`src/urm_pkg.sv`:
```
// Constants and carrier types shared by the UART channel register map.
package urm_pkg;

    // ----------------------------------------------------------------
    // Register addresses
    // ----------------------------------------------------------------
    localparam logic [2:0] ADDR_DATA = 3'h0;
    localparam logic [2:0] ADDR_IER = 3'h1;
    localparam logic [2:0] ADDR_ISR = 3'h2;
    localparam logic [2:0] ADDR_LCR = 3'h3;
    localparam logic [2:0] ADDR_MCR = 3'h4;
    localparam logic [2:0] ADDR_LSR = 3'h5;
    localparam logic [2:0] ADDR_MSR = 3'h6;
    localparam logic [2:0] ADDR_SPR = 3'h7;

    // ----------------------------------------------------------------
    // Codes, field positions and reset values
    // ----------------------------------------------------------------
    localparam logic [7:0] LCR_ENH_CODE = 8'hbf;
    localparam logic [7:0] ZERO_BYTE = 8'h00;
    localparam logic [7:0] LCR_RESET = 8'h00;
    localparam int LCR_DIV_EN_BIT = 7;
    localparam int EFR_UNLOCK_BIT = 4;
    localparam int FCR_FIFO_EN_BIT = 0;
    localparam int IER_RX_BIT = 0;
    localparam int IER_TX_BIT = 1;
    localparam int IER_LS_BIT = 2;
    localparam int IER_MS_BIT = 3;
    localparam logic [7:0] IER_BASE_MASK = 8'h0f;
    localparam logic [7:0] ISR_BASE_MASK = 8'hcf;
    localparam logic [7:0] FCR_BASE_MASK = 8'hcf;
    localparam logic [7:0] MCR_BASE_MASK = 8'h1f;
    localparam logic [7:0] FRAC_MASK = 8'h3f;
    localparam logic [7:0] ISR_NONE = 8'h01;
    localparam logic [3:0] ISR_LS_CODE = 4'h6;
    localparam logic [3:0] ISR_RX_CODE = 4'h4;
    localparam logic [3:0] ISR_TX_CODE = 4'h2;
    localparam logic [3:0] ISR_MS_CODE = 4'h0;
    // Arbitrary identity values, not tied to any real part.
    localparam logic [7:0] REVISION_CODE = 8'h01;
    localparam logic [7:0] DEVICE_IDENT = 8'h5a;

    // ----------------------------------------------------------------
    // Receive FIFO sizing and trigger levels
    // ----------------------------------------------------------------
    localparam int RX_DEPTH = 16;
    localparam int RX_AW = 4;
    localparam logic [RX_AW:0] TRIG_L0 = 5'h01;
    localparam logic [RX_AW:0] TRIG_L1 = 5'h04;
    localparam logic [RX_AW:0] TRIG_L2 = 5'h08;
    localparam logic [RX_AW:0] TRIG_L3 = 5'h0e;

    // ----------------------------------------------------------------
    // Carriers
    // ----------------------------------------------------------------
    typedef struct packed {
        logic [7:0] data;
        logic [2:0] err;
    } urm_rx_word_t;

    typedef struct packed {
        logic carrier_detect_n;
        logic ring_indicator_n;
        logic dsr_n;
        logic cts_n;
    } urm_modem_t;

    typedef enum logic [1:0] {
        ACC_IDLE = 2'b00,
        ACC_READ = 2'b01,
        ACC_WRITE = 2'b10
    } urm_acc_t;

endpackage

```
`src/urm_mem.sv`:
```
// Small receive word store with registered read data.
`timescale 1ns/1ps
`default_nettype none
module urm_mem (
    input wire logic i_clk,
    input wire logic i_we,
    input wire logic [3:0] i_waddr,
    input wire urm_pkg::urm_rx_word_t i_wdata,
    input wire logic [3:0] i_raddr,
    output var urm_pkg::urm_rx_word_t o_rdata
);
    urm_pkg::urm_rx_word_t mem_q [urm_pkg::RX_DEPTH];

    always_ff @(posedge i_clk) begin
        if (i_we) begin
            mem_q[i_waddr] <= i_wdata;
        end
        // Write-first, so a word pushed into an empty queue is readable at once.
        if (i_we && i_waddr == i_raddr) begin
            o_rdata <= i_wdata;
        end else begin
            o_rdata <= mem_q[i_raddr];
        end
    end
endmodule
`default_nettype wire

```
`src/urm_rxq.sv`:
```
// Receive FIFO bookkeeping: pointers, fill count and storage.
`timescale 1ns/1ps
`default_nettype none
module urm_rxq (
    input wire logic i_clk,
    input wire logic i_rst_n,
    input wire logic i_clr,
    input wire logic i_push,
    input wire urm_pkg::urm_rx_word_t i_word,
    input wire logic i_pop,
    output var urm_pkg::urm_rx_word_t o_head,
    output logic [urm_pkg::RX_AW:0] o_count
);
    logic [urm_pkg::RX_AW-1:0] wp_q, wp_d, rp_q, rp_d;
    logic [urm_pkg::RX_AW:0] cnt_q, cnt_d;
    logic do_push, do_pop;

    // A push into a full queue is dropped; the caller flags overrun.
    assign do_push = i_push && (cnt_q != 5'(urm_pkg::RX_DEPTH));
    assign do_pop = i_pop && (cnt_q != '0);

    always_comb begin
        wp_d = wp_q;
        rp_d = rp_q;
        cnt_d = cnt_q;
        if (i_clr) begin
            wp_d = '0;
            rp_d = '0;
            cnt_d = '0;
        end else begin
            if (do_push) wp_d = wp_q + 1'b1;
            if (do_pop) rp_d = rp_q + 1'b1;
            if (do_push && !do_pop) cnt_d = cnt_q + 1'b1;
            if (do_pop && !do_push) cnt_d = cnt_q - 1'b1;
        end
    end

    always_ff @(posedge i_clk or negedge i_rst_n) begin
        if (!i_rst_n) begin
            wp_q <= '0;
            rp_q <= '0;
            cnt_q <= '0;
        end else begin
            wp_q <= wp_d;
            rp_q <= rp_d;
            cnt_q <= cnt_d;
        end
    end

    // Read address looks ahead so the head word is ready after a pop.
    urm_mem u_mem (
        .i_clk(i_clk),
        .i_we(do_push),
        .i_waddr(wp_q),
        .i_wdata(i_word),
        .i_raddr(rp_d),
        .o_rdata(o_head)
    );

    assign o_count = cnt_q;
endmodule
`default_nettype wire

```
`src/urm_regs.sv`:
```
// Channel register map of a UART with receive trigger interrupt.
`timescale 1ns/1ps
`default_nettype none
module urm_regs (
    input wire logic i_clk,
    input wire logic i_rst_n,
    input wire logic [2:0] i_addr,
    input wire logic i_rd,
    input wire logic i_wr,
    input wire logic [7:0] i_wdata,
    output logic [7:0] o_rdata,
    output logic o_irq,
    input wire logic i_rx_push,
    input wire urm_pkg::urm_rx_word_t i_rx_word,
    input wire logic i_tx_hold_empty,
    input wire logic i_tx_all_empty,
    input wire urm_pkg::urm_modem_t i_modem_n,
    output logic [7:0] o_tx_data,
    output logic o_tx_load,
    output logic [15:0] o_divisor,
    output logic [7:0] o_frac,
    output logic [7:0] o_efr,
    output logic [7:0] o_lcr,
    output logic [7:0] o_mcr
);
    // ------------------------------------------------------------
    // Reset release and pin synchronisers
    // ------------------------------------------------------------
    logic [1:0] rst_sync_q;
    logic rst_n;
    always_ff @(posedge i_clk or negedge i_rst_n) begin
        if (!i_rst_n) rst_sync_q <= 2'b00;
        else rst_sync_q <= {rst_sync_q[0], 1'b1};
    end
    assign rst_n = rst_sync_q[1];

    urm_pkg::urm_modem_t m1_q, m2_q, m3_q;
    always_ff @(posedge i_clk or negedge rst_n) begin
        if (!rst_n) begin
            m1_q <= '1;
            m2_q <= '1;
            m3_q <= '1;
        end else begin
            m1_q <= i_modem_n;
            m2_q <= m1_q;
            m3_q <= m2_q;
        end
    end

    // ------------------------------------------------------------
    // Access decode
    // ------------------------------------------------------------
    logic [7:0] lcr_q, lcr_d, ier_q, ier_d, fcr_q, fcr_d, mcr_q, mcr_d;
    logic [7:0] dll_q, dll_d, dlm_q, dlm_d, frac_q, frac_d, efr_q, efr_d;
    logic [7:0] spr_q, spr_d, rdata_q, rdata_d;
    logic [7:0] resume_char_one_reg_q, resume_char_one_reg_d, resume_char_two_reg_q, resume_char_two_reg_d;
    logic [7:0] pause_char_one_reg_q, pause_char_one_reg_d, pause_char_two_reg_q, pause_char_two_reg_d;
    logic [3:0] dmsr_q, dmsr_d;
    logic ovr_q, ovr_d, unlock;
    logic enh_view, div_view, id_view, rx_clr, rx_pop;
    urm_pkg::urm_acc_t acc;
    urm_pkg::urm_rx_word_t head;
    logic [urm_pkg::RX_AW:0] fill, trig;
    logic [7:0] line_status_reg, modem_status_reg, irq_status_reg;
    logic trig_hit, rx_src, ls_src, tx_src, ms_src;

    function automatic logic [7:0] merge_locked(input logic [7:0] old_v,
            input logic [7:0] new_v, input logic [7:0] base, input logic ul);
        logic [7:0] m;
        m = ul ? 8'hff : base;
        merge_locked = (new_v & m) | (old_v & ~m);
    endfunction

    assign acc = i_wr ? urm_pkg::ACC_WRITE
               : (i_rd ? urm_pkg::ACC_READ : urm_pkg::ACC_IDLE);
    assign unlock = efr_q[urm_pkg::EFR_UNLOCK_BIT];
    assign enh_view = (lcr_q == urm_pkg::LCR_ENH_CODE);
    assign div_view = lcr_q[urm_pkg::LCR_DIV_EN_BIT] && !enh_view;
    assign id_view = div_view && (dll_q == urm_pkg::ZERO_BYTE)
                   && (dlm_q == urm_pkg::ZERO_BYTE);
    assign rx_pop = (acc == urm_pkg::ACC_READ) && !enh_view
                  && !div_view && (i_addr == urm_pkg::ADDR_DATA);
    assign rx_clr = (acc == urm_pkg::ACC_WRITE) && !enh_view
                  && (i_addr == urm_pkg::ADDR_ISR) && i_wdata[1];

    urm_rxq u_rxq (
        .i_clk(i_clk),
        .i_rst_n(rst_n),
        .i_clr(rx_clr),
        .i_push(i_rx_push),
        .i_word(i_rx_word),
        .i_pop(rx_pop),
        .o_head(head),
        .o_count(fill)
    );

    // ------------------------------------------------------------
    // Status and interrupt logic
    // ------------------------------------------------------------
    always_comb begin
        case (fcr_q[7:6])
            2'b00: trig = urm_pkg::TRIG_L0;
            2'b01: trig = urm_pkg::TRIG_L1;
            2'b10: trig = urm_pkg::TRIG_L2;
            default: trig = urm_pkg::TRIG_L3;
        endcase
    end
    // Without FIFOs a single character counts as reaching the trigger.
    assign trig_hit = fcr_q[urm_pkg::FCR_FIFO_EN_BIT]
                    ? (fill >= trig) : (fill != '0);
    assign rx_src = ier_q[urm_pkg::IER_RX_BIT] && trig_hit;
    assign ls_src = ier_q[urm_pkg::IER_LS_BIT] && (line_status_reg[4:1] != 4'h0);
    assign tx_src = ier_q[urm_pkg::IER_TX_BIT] && i_tx_hold_empty;
    assign ms_src = ier_q[urm_pkg::IER_MS_BIT] && (dmsr_q != 4'h0);

    assign line_status_reg = {1'b0, i_tx_all_empty, i_tx_hold_empty,
                  (fill != '0) ? head.err : 3'b000, ovr_q,
                  fill != '0};
    assign modem_status_reg = {~m2_q.carrier_detect_n, ~m2_q.ring_indicator_n,
                  ~m2_q.dsr_n, ~m2_q.cts_n, dmsr_q};

    always_comb begin
        irq_status_reg = urm_pkg::ISR_NONE;
        if (ls_src) irq_status_reg[3:0] = urm_pkg::ISR_LS_CODE;
        else if (rx_src) irq_status_reg[3:0] = urm_pkg::ISR_RX_CODE;
        else if (tx_src) irq_status_reg[3:0] = urm_pkg::ISR_TX_CODE;
        else if (ms_src) irq_status_reg[3:0] = urm_pkg::ISR_MS_CODE;
        irq_status_reg[7:6] = {2{fcr_q[urm_pkg::FCR_FIFO_EN_BIT]}};
    end
    assign o_irq = ls_src || rx_src || tx_src || ms_src;

    // ------------------------------------------------------------
    // Register next state
    // ------------------------------------------------------------
    always_comb begin
        lcr_d = lcr_q;
        ier_d = ier_q;
        fcr_d = fcr_q;
        mcr_d = mcr_q;
        dll_d = dll_q;
        dlm_d = dlm_q;
        frac_d = frac_q;
        efr_d = efr_q;
        spr_d = spr_q;
        resume_char_one_reg_d = resume_char_one_reg_q;
        resume_char_two_reg_d = resume_char_two_reg_q;
        pause_char_one_reg_d = pause_char_one_reg_q;
        pause_char_two_reg_d = pause_char_two_reg_q;
        rdata_d = rdata_q;
        ovr_d = ovr_q;
        // Change flags: a fresh edge wins over the clearing read.
        dmsr_d = dmsr_q;
        if (acc == urm_pkg::ACC_READ && !enh_view
            && i_addr == urm_pkg::ADDR_MSR) dmsr_d = 4'h0;
        dmsr_d = dmsr_d | {m2_q.carrier_detect_n != m3_q.carrier_detect_n,
                           m2_q.ring_indicator_n != m3_q.ring_indicator_n,
                           m2_q.dsr_n != m3_q.dsr_n,
                           m2_q.cts_n != m3_q.cts_n};
        if (acc == urm_pkg::ACC_READ && !enh_view
            && i_addr == urm_pkg::ADDR_LSR) ovr_d = 1'b0;
        if (i_rx_push && fill == 5'(urm_pkg::RX_DEPTH)) ovr_d = 1'b1;
        if (acc == urm_pkg::ACC_WRITE) begin
            if (i_addr == urm_pkg::ADDR_LCR) begin
                lcr_d = i_wdata;
            end else if (enh_view) begin
                if (i_addr == urm_pkg::ADDR_ISR) efr_d = i_wdata;
                else if (i_addr == urm_pkg::ADDR_MCR) resume_char_one_reg_d = i_wdata;
                else if (i_addr == urm_pkg::ADDR_LSR) resume_char_two_reg_d = i_wdata;
                else if (i_addr == urm_pkg::ADDR_MSR) pause_char_one_reg_d = i_wdata;
                else if (i_addr == urm_pkg::ADDR_SPR) pause_char_two_reg_d = i_wdata;
            end else if (div_view && i_addr == urm_pkg::ADDR_DATA) begin
                dll_d = i_wdata;
            end else if (div_view && i_addr == urm_pkg::ADDR_IER) begin
                dlm_d = i_wdata;
            end else if (div_view && i_addr == urm_pkg::ADDR_ISR) begin
                if (unlock) frac_d = i_wdata & urm_pkg::FRAC_MASK;
            end else if (i_addr == urm_pkg::ADDR_IER) begin
                ier_d = merge_locked(ier_q, i_wdata,
                                     urm_pkg::IER_BASE_MASK, unlock);
            end else if (i_addr == urm_pkg::ADDR_ISR) begin
                fcr_d = merge_locked(fcr_q, i_wdata,
                                     urm_pkg::FCR_BASE_MASK, unlock);
            end else if (i_addr == urm_pkg::ADDR_MCR) begin
                mcr_d = merge_locked(mcr_q, i_wdata,
                                     urm_pkg::MCR_BASE_MASK, unlock);
            end else if (i_addr == urm_pkg::ADDR_SPR) begin
                spr_d = i_wdata;
            end
        end
        if (acc == urm_pkg::ACC_READ) begin
            if (i_addr == urm_pkg::ADDR_LCR) rdata_d = lcr_q;
            else if (enh_view) begin
                if (i_addr == urm_pkg::ADDR_ISR) rdata_d = efr_q;
                else if (i_addr == urm_pkg::ADDR_MCR) rdata_d = resume_char_one_reg_q;
                else if (i_addr == urm_pkg::ADDR_LSR) rdata_d = resume_char_two_reg_q;
                else if (i_addr == urm_pkg::ADDR_MSR) rdata_d = pause_char_one_reg_q;
                else if (i_addr == urm_pkg::ADDR_SPR) rdata_d = pause_char_two_reg_q;
                else rdata_d = urm_pkg::ZERO_BYTE;
            end else if (id_view && i_addr == urm_pkg::ADDR_DATA) begin
                rdata_d = urm_pkg::REVISION_CODE;
            end else if (id_view && i_addr == urm_pkg::ADDR_IER) begin
                rdata_d = urm_pkg::DEVICE_IDENT;
            end else if (div_view && i_addr == urm_pkg::ADDR_DATA) begin
                rdata_d = dll_q;
            end else if (div_view && i_addr == urm_pkg::ADDR_IER) begin
                rdata_d = dlm_q;
            end else if (div_view && i_addr == urm_pkg::ADDR_ISR
                         && unlock) begin
                rdata_d = frac_q;
            end else if (i_addr == urm_pkg::ADDR_DATA) rdata_d = head.data;
            else if (i_addr == urm_pkg::ADDR_IER) rdata_d = ier_q;
            else if (i_addr == urm_pkg::ADDR_ISR) rdata_d = irq_status_reg;
            else if (i_addr == urm_pkg::ADDR_MCR) rdata_d = mcr_q;
            else if (i_addr == urm_pkg::ADDR_LSR) rdata_d = line_status_reg;
            else if (i_addr == urm_pkg::ADDR_MSR) rdata_d = modem_status_reg;
            else rdata_d = spr_q;
        end
    end

    always_ff @(posedge i_clk or negedge rst_n) begin
        if (!rst_n) begin
            lcr_q <= urm_pkg::LCR_RESET;
            {ier_q, fcr_q, mcr_q, dll_q, dlm_q, frac_q} <= '0;
            {efr_q, spr_q, resume_char_one_reg_q, resume_char_two_reg_q, pause_char_one_reg_q, pause_char_two_reg_q} <= '0;
            rdata_q <= '0;
            dmsr_q <= '0;
            ovr_q <= 1'b0;
        end else begin
            lcr_q <= lcr_d;
            ier_q <= ier_d;
            fcr_q <= fcr_d;
            mcr_q <= mcr_d;
            dll_q <= dll_d;
            dlm_q <= dlm_d;
            frac_q <= frac_d;
            efr_q <= efr_d;
            spr_q <= spr_d;
            resume_char_one_reg_q <= resume_char_one_reg_d;
            resume_char_two_reg_q <= resume_char_two_reg_d;
            pause_char_one_reg_q <= pause_char_one_reg_d;
            pause_char_two_reg_q <= pause_char_two_reg_d;
            rdata_q <= rdata_d;
            dmsr_q <= dmsr_d;
            ovr_q <= ovr_d;
        end
    end

    assign o_rdata = rdata_q;
    assign o_tx_data = i_wdata;
    assign o_tx_load = (acc == urm_pkg::ACC_WRITE) && !enh_view
                     && !div_view && (i_addr == urm_pkg::ADDR_DATA);
    assign o_divisor = {dlm_q, dll_q};
    assign o_frac = frac_q;
    assign o_efr = efr_q;
    assign o_lcr = lcr_q;
    assign o_mcr = mcr_q;
endmodule
`default_nettype wire

```
`config.mk`:
```
export PLATFORM = sky130hd
export DESIGN_NAME = urm_regs
export DESIGN_NICKNAME = d
export VERILOG_FILES = /design/src/urm_pkg.sv /design/src/urm_mem.sv /design/src/urm_rxq.sv /design/src/urm_regs.sv
export SDC_FILE = /design/constraint.sdc
export NUM_CORES = 1
export LEC_CHECK = 0
export ABC_AREA = 1
export BUFFER_PORTS_ARGS = -buffer_cell sky130_fd_sc_hd__buf_2
export CORE_ASPECT_RATIO = 0.6
export CORE_MARGIN = 2
export CORE_UTILIZATION = 40
export DETAILED_ROUTE_END_ITERATION = 16
export PLACE_DENSITY = 0.58
export SYNTH_ARGS = -nofsm -noshare
export SYNTH_HDL_FRONTEND = slang
export SYNTH_SLANG_ARGS = --single-unit
```
`constraint.sdc`:
```
create_clock -name i_clk -period 12.1 [get_ports i_clk]
set_input_delay 2.42 -clock i_clk [delete_from_list [all_inputs] [get_ports i_clk]]
set_output_delay 2.42 -clock i_clk [all_outputs]
set_load 0.03 [all_outputs]
```
# Word-level counts from Yosys, hierarchy flattened
# Memory sizes are Yosys's and may differ from the RTL's. A register that Yosys moved wholly into a read port is not among the register bits.
# Cells that the tools add are included.
totals:
  reg_bits: 142
  mem_bits_rw: 176
  in_bits: 33
  output_inout_bits: 66
  word_cells: 183
  n_memories: 1
mem_list:
  columns: ["name", "words", "width", "read_ports", "rd_ports_with_merged_regs", "write_ports", "line", "text"]
  rows:
  - ["u_rxq.u_mem.mem_q", 16, 11, 1, 1, 1, "urm_mem.sv:12", "urm_pkg::urm_rx_word_t mem_q [urm_pkg::RX_DEPTH];"]
classes:
  add_sub_neg: 4
  n_lt_le_gt_ge: 1
  eq_ne: 18
  n_mux: 42
  n_bitwise: 27
  n_reduce_logical: 58
ops:
  columns: ["cell", "count"]
  rows:
  - ["$mux 8", 20]
  - ["$and 8x8->8", 6]
  - ["$logic_and 1x1->1", 28]
  - ["$mux 4", 7]
  - ["$not 8->8", 3]
  - ["$or 8x8->8", 3]
  - ["$reduce_and 7->1", 3]
  - ["$logic_not 8->1", 2]
  - ["$reduce_and 8->1", 2]
  - ["$mux 5", 3]
  - ["$not 1->1", 14]
  - ["$eq 3x3->1 const B", 4]
  - ["$pmux 4 s3", 1]
  - ["$reduce_and 10->1", 1]
  - ["$reduce_and 5->1", 2]
  - ["$reduce_and 9->1", 1]
  - ["$add 4x1->4 const B", 2]
  - ["$eq 8x8->1 const B", 1]
  - ["$reduce_and 4->1", 2]
  - ["$reduce_bool 4->1", 2]
  - ["$mux 1", 7]
  - ["$eq 3x2->1 const B", 2]
  - ["$mux 6", 1]
  - ["$reduce_and 6->1", 1]
  - ["20 further kinds", 32]

# Longest topological paths before layout
depth:
  ltp_word: 17
  mapped_depth: 22

# Cells and area by module
# A second synthesis with hierarchy kept.
unflattened:
  hier_cells: 1596
  area_unflattened_um2: 14729.1
by_module_without_submodules:
  columns: ["module", "n_inst", "cells_per_inst", "area_each_um2"]
  rows:
  - ["urm_mem", 1, 740, 7708.6]
  - ["urm_regs", 1, 751, 6177.2]
  - ["urm_rxq", 1, 105, 843.3]

# Worst setup path after synthesis
# Ideal clock, no wire load.
synth_path:
  kind: "in2out"
  startpoint: "in i_addr[0]"
  endpoint: "out o_tx_load"
  t_arrival_ps: 3592
  required_time_ps: 9680
  setup_slack_ps: 6088
  stages: 4
  path_buffers: 1
  cell_sequence: "buf_2 -> nor2_8 -> inv_1 -> nor3_1"
synth_via:
  elab_chain_cells: 2
synth_rtl:
  columns: ["element", "line", "text"]
  rows:
  - ["start: declaration", "urm_regs.sv:7", "input wire logic [2:0] i_addr,"]
  - ["$logic_not 3->1", "urm_regs.sv:251", "&& !div_view && (i_addr == urm_pkg::ADDR_DATA);"]
  - ["$logic_and 1x1->1", "urm_regs.sv:251", null]
  - ["end: declaration", "urm_regs.sv:19", "output logic o_tx_load,"]
# No other way between the ends.

# Worst setup path in the final report
layout_path:
  startpoint: "in i_addr[1]"
  endpoint: "out o_tx_load"
# The elaborated chain is that of the path after synthesis.

==> results by group <==
Global routing
  • Antenna violations before repair: 1
  • GRT overflow: 0
  • GR Util All Layers: 0.2125
  • Largest net degree at the start of global routing: 89
  • Vias in the first global route: 9681
  • First-pass GRT wire length: 59200 um

Floorplanning
  • Core area: 34030 um2
  • IO Pins: 99
  • Die Area: 36400 um2
  • Cell Rows: 52
  • Initial core utilization: 0.4096
  • Die height: 148.6 um
  • Die Wd: 245.0 um

CTS
  • CTS tree: built
  • Clk slew on worst S/H paths: ~70 ps
  • Post-cts resize count: 0
  • Root Driver: clkbuf_16
  • Skew-Pair Late Insertion Delay: 580 ps
  • Post-CTS Setup Inserts: 0
  • # H-tree levels: 1
  • TritonCTS Buffers: 30
  • CTS max path bufs: 3
  • Clk sinks: 317
  • Hold Buf Count CTS: 0

Pwr
  • PD cells: 197.5 nW/um2
  • Switching share of total power: 0.3486
  • Comb power frac: 0.259
  • Clock power frac: 0.302
  • Internal power: 2.018 mW
  • Psw: roughly 1.1 mW
  • Max IR drop VDD: 0.0001275 V
  • Pleak: between 6 and 7 nW
  • Sequential power share: 0.439

Critical path
  • Crit start category: input pin
  • WP data arrival: 3780 ps
  • CP Max Fanout: 12
  • Critical-path cell list: buf_2, nor2_4, inv_4, nor2_8, inv_1, nor3_1, buf_2
  • Worst path slowest cell: nor3_1
  • Crit path capture type: output port
  • Critical path endpoint: o_tx_load
  • Worst reg-to-reg path cell count: 20
  • Most frequent CP cell: buf_2
  • CP required: ~9700 ps
  • Worst path max stage delay: 310 ps
  • Crit path kind: input pin to output port
  • Cell count along the critical path: 7
  • CP Launch Point: i_addr[1]
  • Crit path buf inv count: 4
  • Worst R2R End: o_rdata[0]$_DFFE_PN0N_
  • R2R setup slack: ~9000 ps
  • Crit-path leading delay family: buffers and inverters

Timing
  • Setup Viol. Count Final: 0
  • Final Cycle Share: 0.5125
  • Fin. max-slew vios: 0
  • RSZ-0062 raised after global routing: false
  • Min Tclk post-route: 6201 ps
  • Worst Skew: 15.49 ps
  • Hold slack: ~350 ps
  • Post-route setup slack: 5899 ps
  • Setup TNS: 0 ps
  • Final hold viol count: 0
  • Peak Freq: 161.3 MHz
  • Relative slew slack: 0.2864
  • Worst-Margin Slew: 1066 ps

Cells and area
  • Area Growth Syn to Fin: 12.53%
  • Post-route core utilization: 0.4610
  • Layout Nets: between 1000 and 1500
  • Multi-input gate area in the final layout: around 4300 um2
  • Share of cells above drive strength 1: 0.1443
  • Filler cells: 3193
  • FF+latch area: 8813 um2
  • Most common cell after layout, fill and taps aside: nand2_1
  • Design area: about 16000 um2
  • Antenna diodes: 0
  • Most frequent cells in the layout: nand2_1 (313), edfxtp_1 (176), o21ai_0 (143)

Placed design
  • DP Worst Slack: 5903 ps
  • Quantity of I/O buffers inserted on ports: 96
  • RePlAce Congestion: 0.9694
  • Cell Area, Placed: 14730 um2
  • Detailed Place HPWL: 25920 um

Routing
  • Routed vias/inst: between 5 and 6
  • DRC: 0
  • DR WL/cell: 20.07 um
  • DRT Pass-1 Iters: 5
  • Final antenna-violating net count: 0
  • Vias: 10282
  • Starting DRT DRC Count: around 1300
  • Post-Route WL: between 30000 and 40000 um

Synthesis
  • Count of flip-flops with a built-in enable after synthesis: 176
  • Register bit total from synthesis: 317
  • Post-synth ARST share: 0.4322
  • Yosys warnings: 0
  • Most common flop cell mapped by yosys: edfxtp_1
  • Sequential fraction of the synthesis area: 0.6320
  • Synth Instances: around 1400
  • Synth Cell Area: about 14000 um2
  • Yosys cell types: 51
  • Syn Area/Cell: slightly above 10 um2

Min path
  • Worst Hold Class: flop to flop

Flow run
  • Max Cap Viol: 0

Outcome
  • Status: complete, no violations
[worst register-to-register path, delay by kind of cell (launching register included)]
kind	cells	cell delay, ps
AND/OR/NAND/NOR	17	1580
buffers and inverters	2	1030
flip-flops	1	320
AO/OA/AOI/OAI	1	120
[kinds of logic (layout without fill, tap and decap cells)]
kind of cell / Yosys count / count (layout) / share of synthesized area
and+or+nand+nor: 564 / 564 / 0.1723
AOI/OAI and AO/OA: 281 / 281 / 0.1181
other: 2 / 3 / 0.0005388
buffers and inverters: 174 / 274 / 0.05862
DFF: 317 / 317 / 0.6320
adders and majority gates: 13 / 13 / 0.01221
xor gates and xnor gates: 10 / 10 / 0.006284
[flip-flops by register name, indices dropped and copies added, names as in the netlist, 5 cells and up, named ones only]
name                   count
o_frac                     6
u_rxq.o_count              5
pause_char_two_reg_q       8
pause_char_one_reg_q       8
dlm_q                      8
dll_q                      8
o_lcr                      8
o_efr                      8
o_mcr                      5
resume_char_one_reg_q      8
spr_q                      8
u_rxq.u_mem.mem_q        176
resume_char_two_reg_q      8
o_rdata                    8
[power by group through the flow]
stage | clock network [mW] | registers (mW) | logic, mW
floorplan | 0 | 1.42 | 0.520
global placement | 0 | 1.38 | 0.789
detailed placement | 0 | 1.38 | 0.801
CTS | 0.952 | 1.36 | 0.803
global route | 0.997 | 1.37 | 0.890
finish | 0.936 | 1.36 | 0.803
[worst min-delay path by stage]
stage                                        from  slack [ps]                      end  depth (start not counted)
after floorplan           rst_sync_q[0]$_DFF_PN0_         330  rst_sync_q[1]$_DFF_PN0_                          0
after global placement    rst_sync_q[0]$_DFF_PN0_         340  rst_sync_q[1]$_DFF_PN0_                          0
after detailed placement  rst_sync_q[0]$_DFF_PN0_         340  rst_sync_q[1]$_DFF_PN0_                          0
after CTS                 rst_sync_q[0]$_DFF_PN0_         350  rst_sync_q[1]$_DFF_PN0_                          0
after global routing            m1_q[0]$_DFF_PN1_         360        m2_q[0]$_DFF_PN1_                          0
final                     rst_sync_q[0]$_DFF_PN0_         350  rst_sync_q[1]$_DFF_PN0_                          0
[cells in the mapped netlist, drive strengths merged (2+ instances only)]
| library cell | n | area share |
|---|---|---|
| nor4 | 4 | 0.0018 |
| a22o | 2 | 0.0013 |
| and3 | 2 | 0.00090 |
| ha | 12 | 0.011 |
| a22oi | 3 | 0.0016 |
| nand4 | 16 | 0.0072 |
| a211oi | 5 | 0.0027 |
| a221o | 2 | 0.0014 |
| conb | 2 | 0.00054 |
| nand2 | 320 | 0.087 |
| xnor2 | 7 | 0.0044 |
| o21a | 3 | 0.0016 |
| or2 | 6 | 0.0027 |
| edfxtp | 176 | 0.38 |
| dfxtp | 4 | 0.0057 |
| buf | 53 | 0.025 |
| o221ai | 13 | 0.0082 |
| o21ai | 156 | 0.056 |
| o211ai | 18 | 0.0097 |
| nor3 | 6 | 0.0032 |
| dfstp | 12 | 0.023 |
| dfrtp | 125 | 0.22 |
| nor2 | 118 | 0.035 |
| xor2 | 3 | 0.0019 |
| clkbuf | 21 | 0.0057 |
| nand3 | 92 | 0.034 |
| o22ai | 6 | 0.0027 |
| a32o | 3 | 0.0022 |
| a21oi | 48 | 0.018 |
| a221oi | 15 | 0.0094 |
| inv | 99 | 0.027 |
| o31ai | 3 | 0.0016 |
[area by class of cell]
class / instances / area share
Timing Repair Buffer: 118 / 0.04116
Sequential cell: 317 / 0.5619
Inverter: 100 / 0.02441
Clock buffer: 42 / 0.05201
Tap cell: 459 / 0.03661
Clock inverter: 14 / 0.008695
Multi-Input combinational cell: 871 / 0.2752
[stage by stage]
stage | instances | power, mW
floorplan | 1362 | 1.936
global placement | 1865 | 2.165
detailed placement | 1865 | 2.178
CTS | 1921 | 3.111
global route | 1921 | 3.259
finish | 1921 | 3.098
[layer usage]
| layer | global-route usage | part of all wire |
|---|---|---|
| met5 | 0 | 0 |
| met4 | 0.03841 | 0.014 |
| met3 | 0.05052 | 0.083 |
| met2 | 0.2738 | 0.39 |
| met1 | 0.3541 | 0.52 |
No activity file was read; power rests on OpenSTA's default activity.
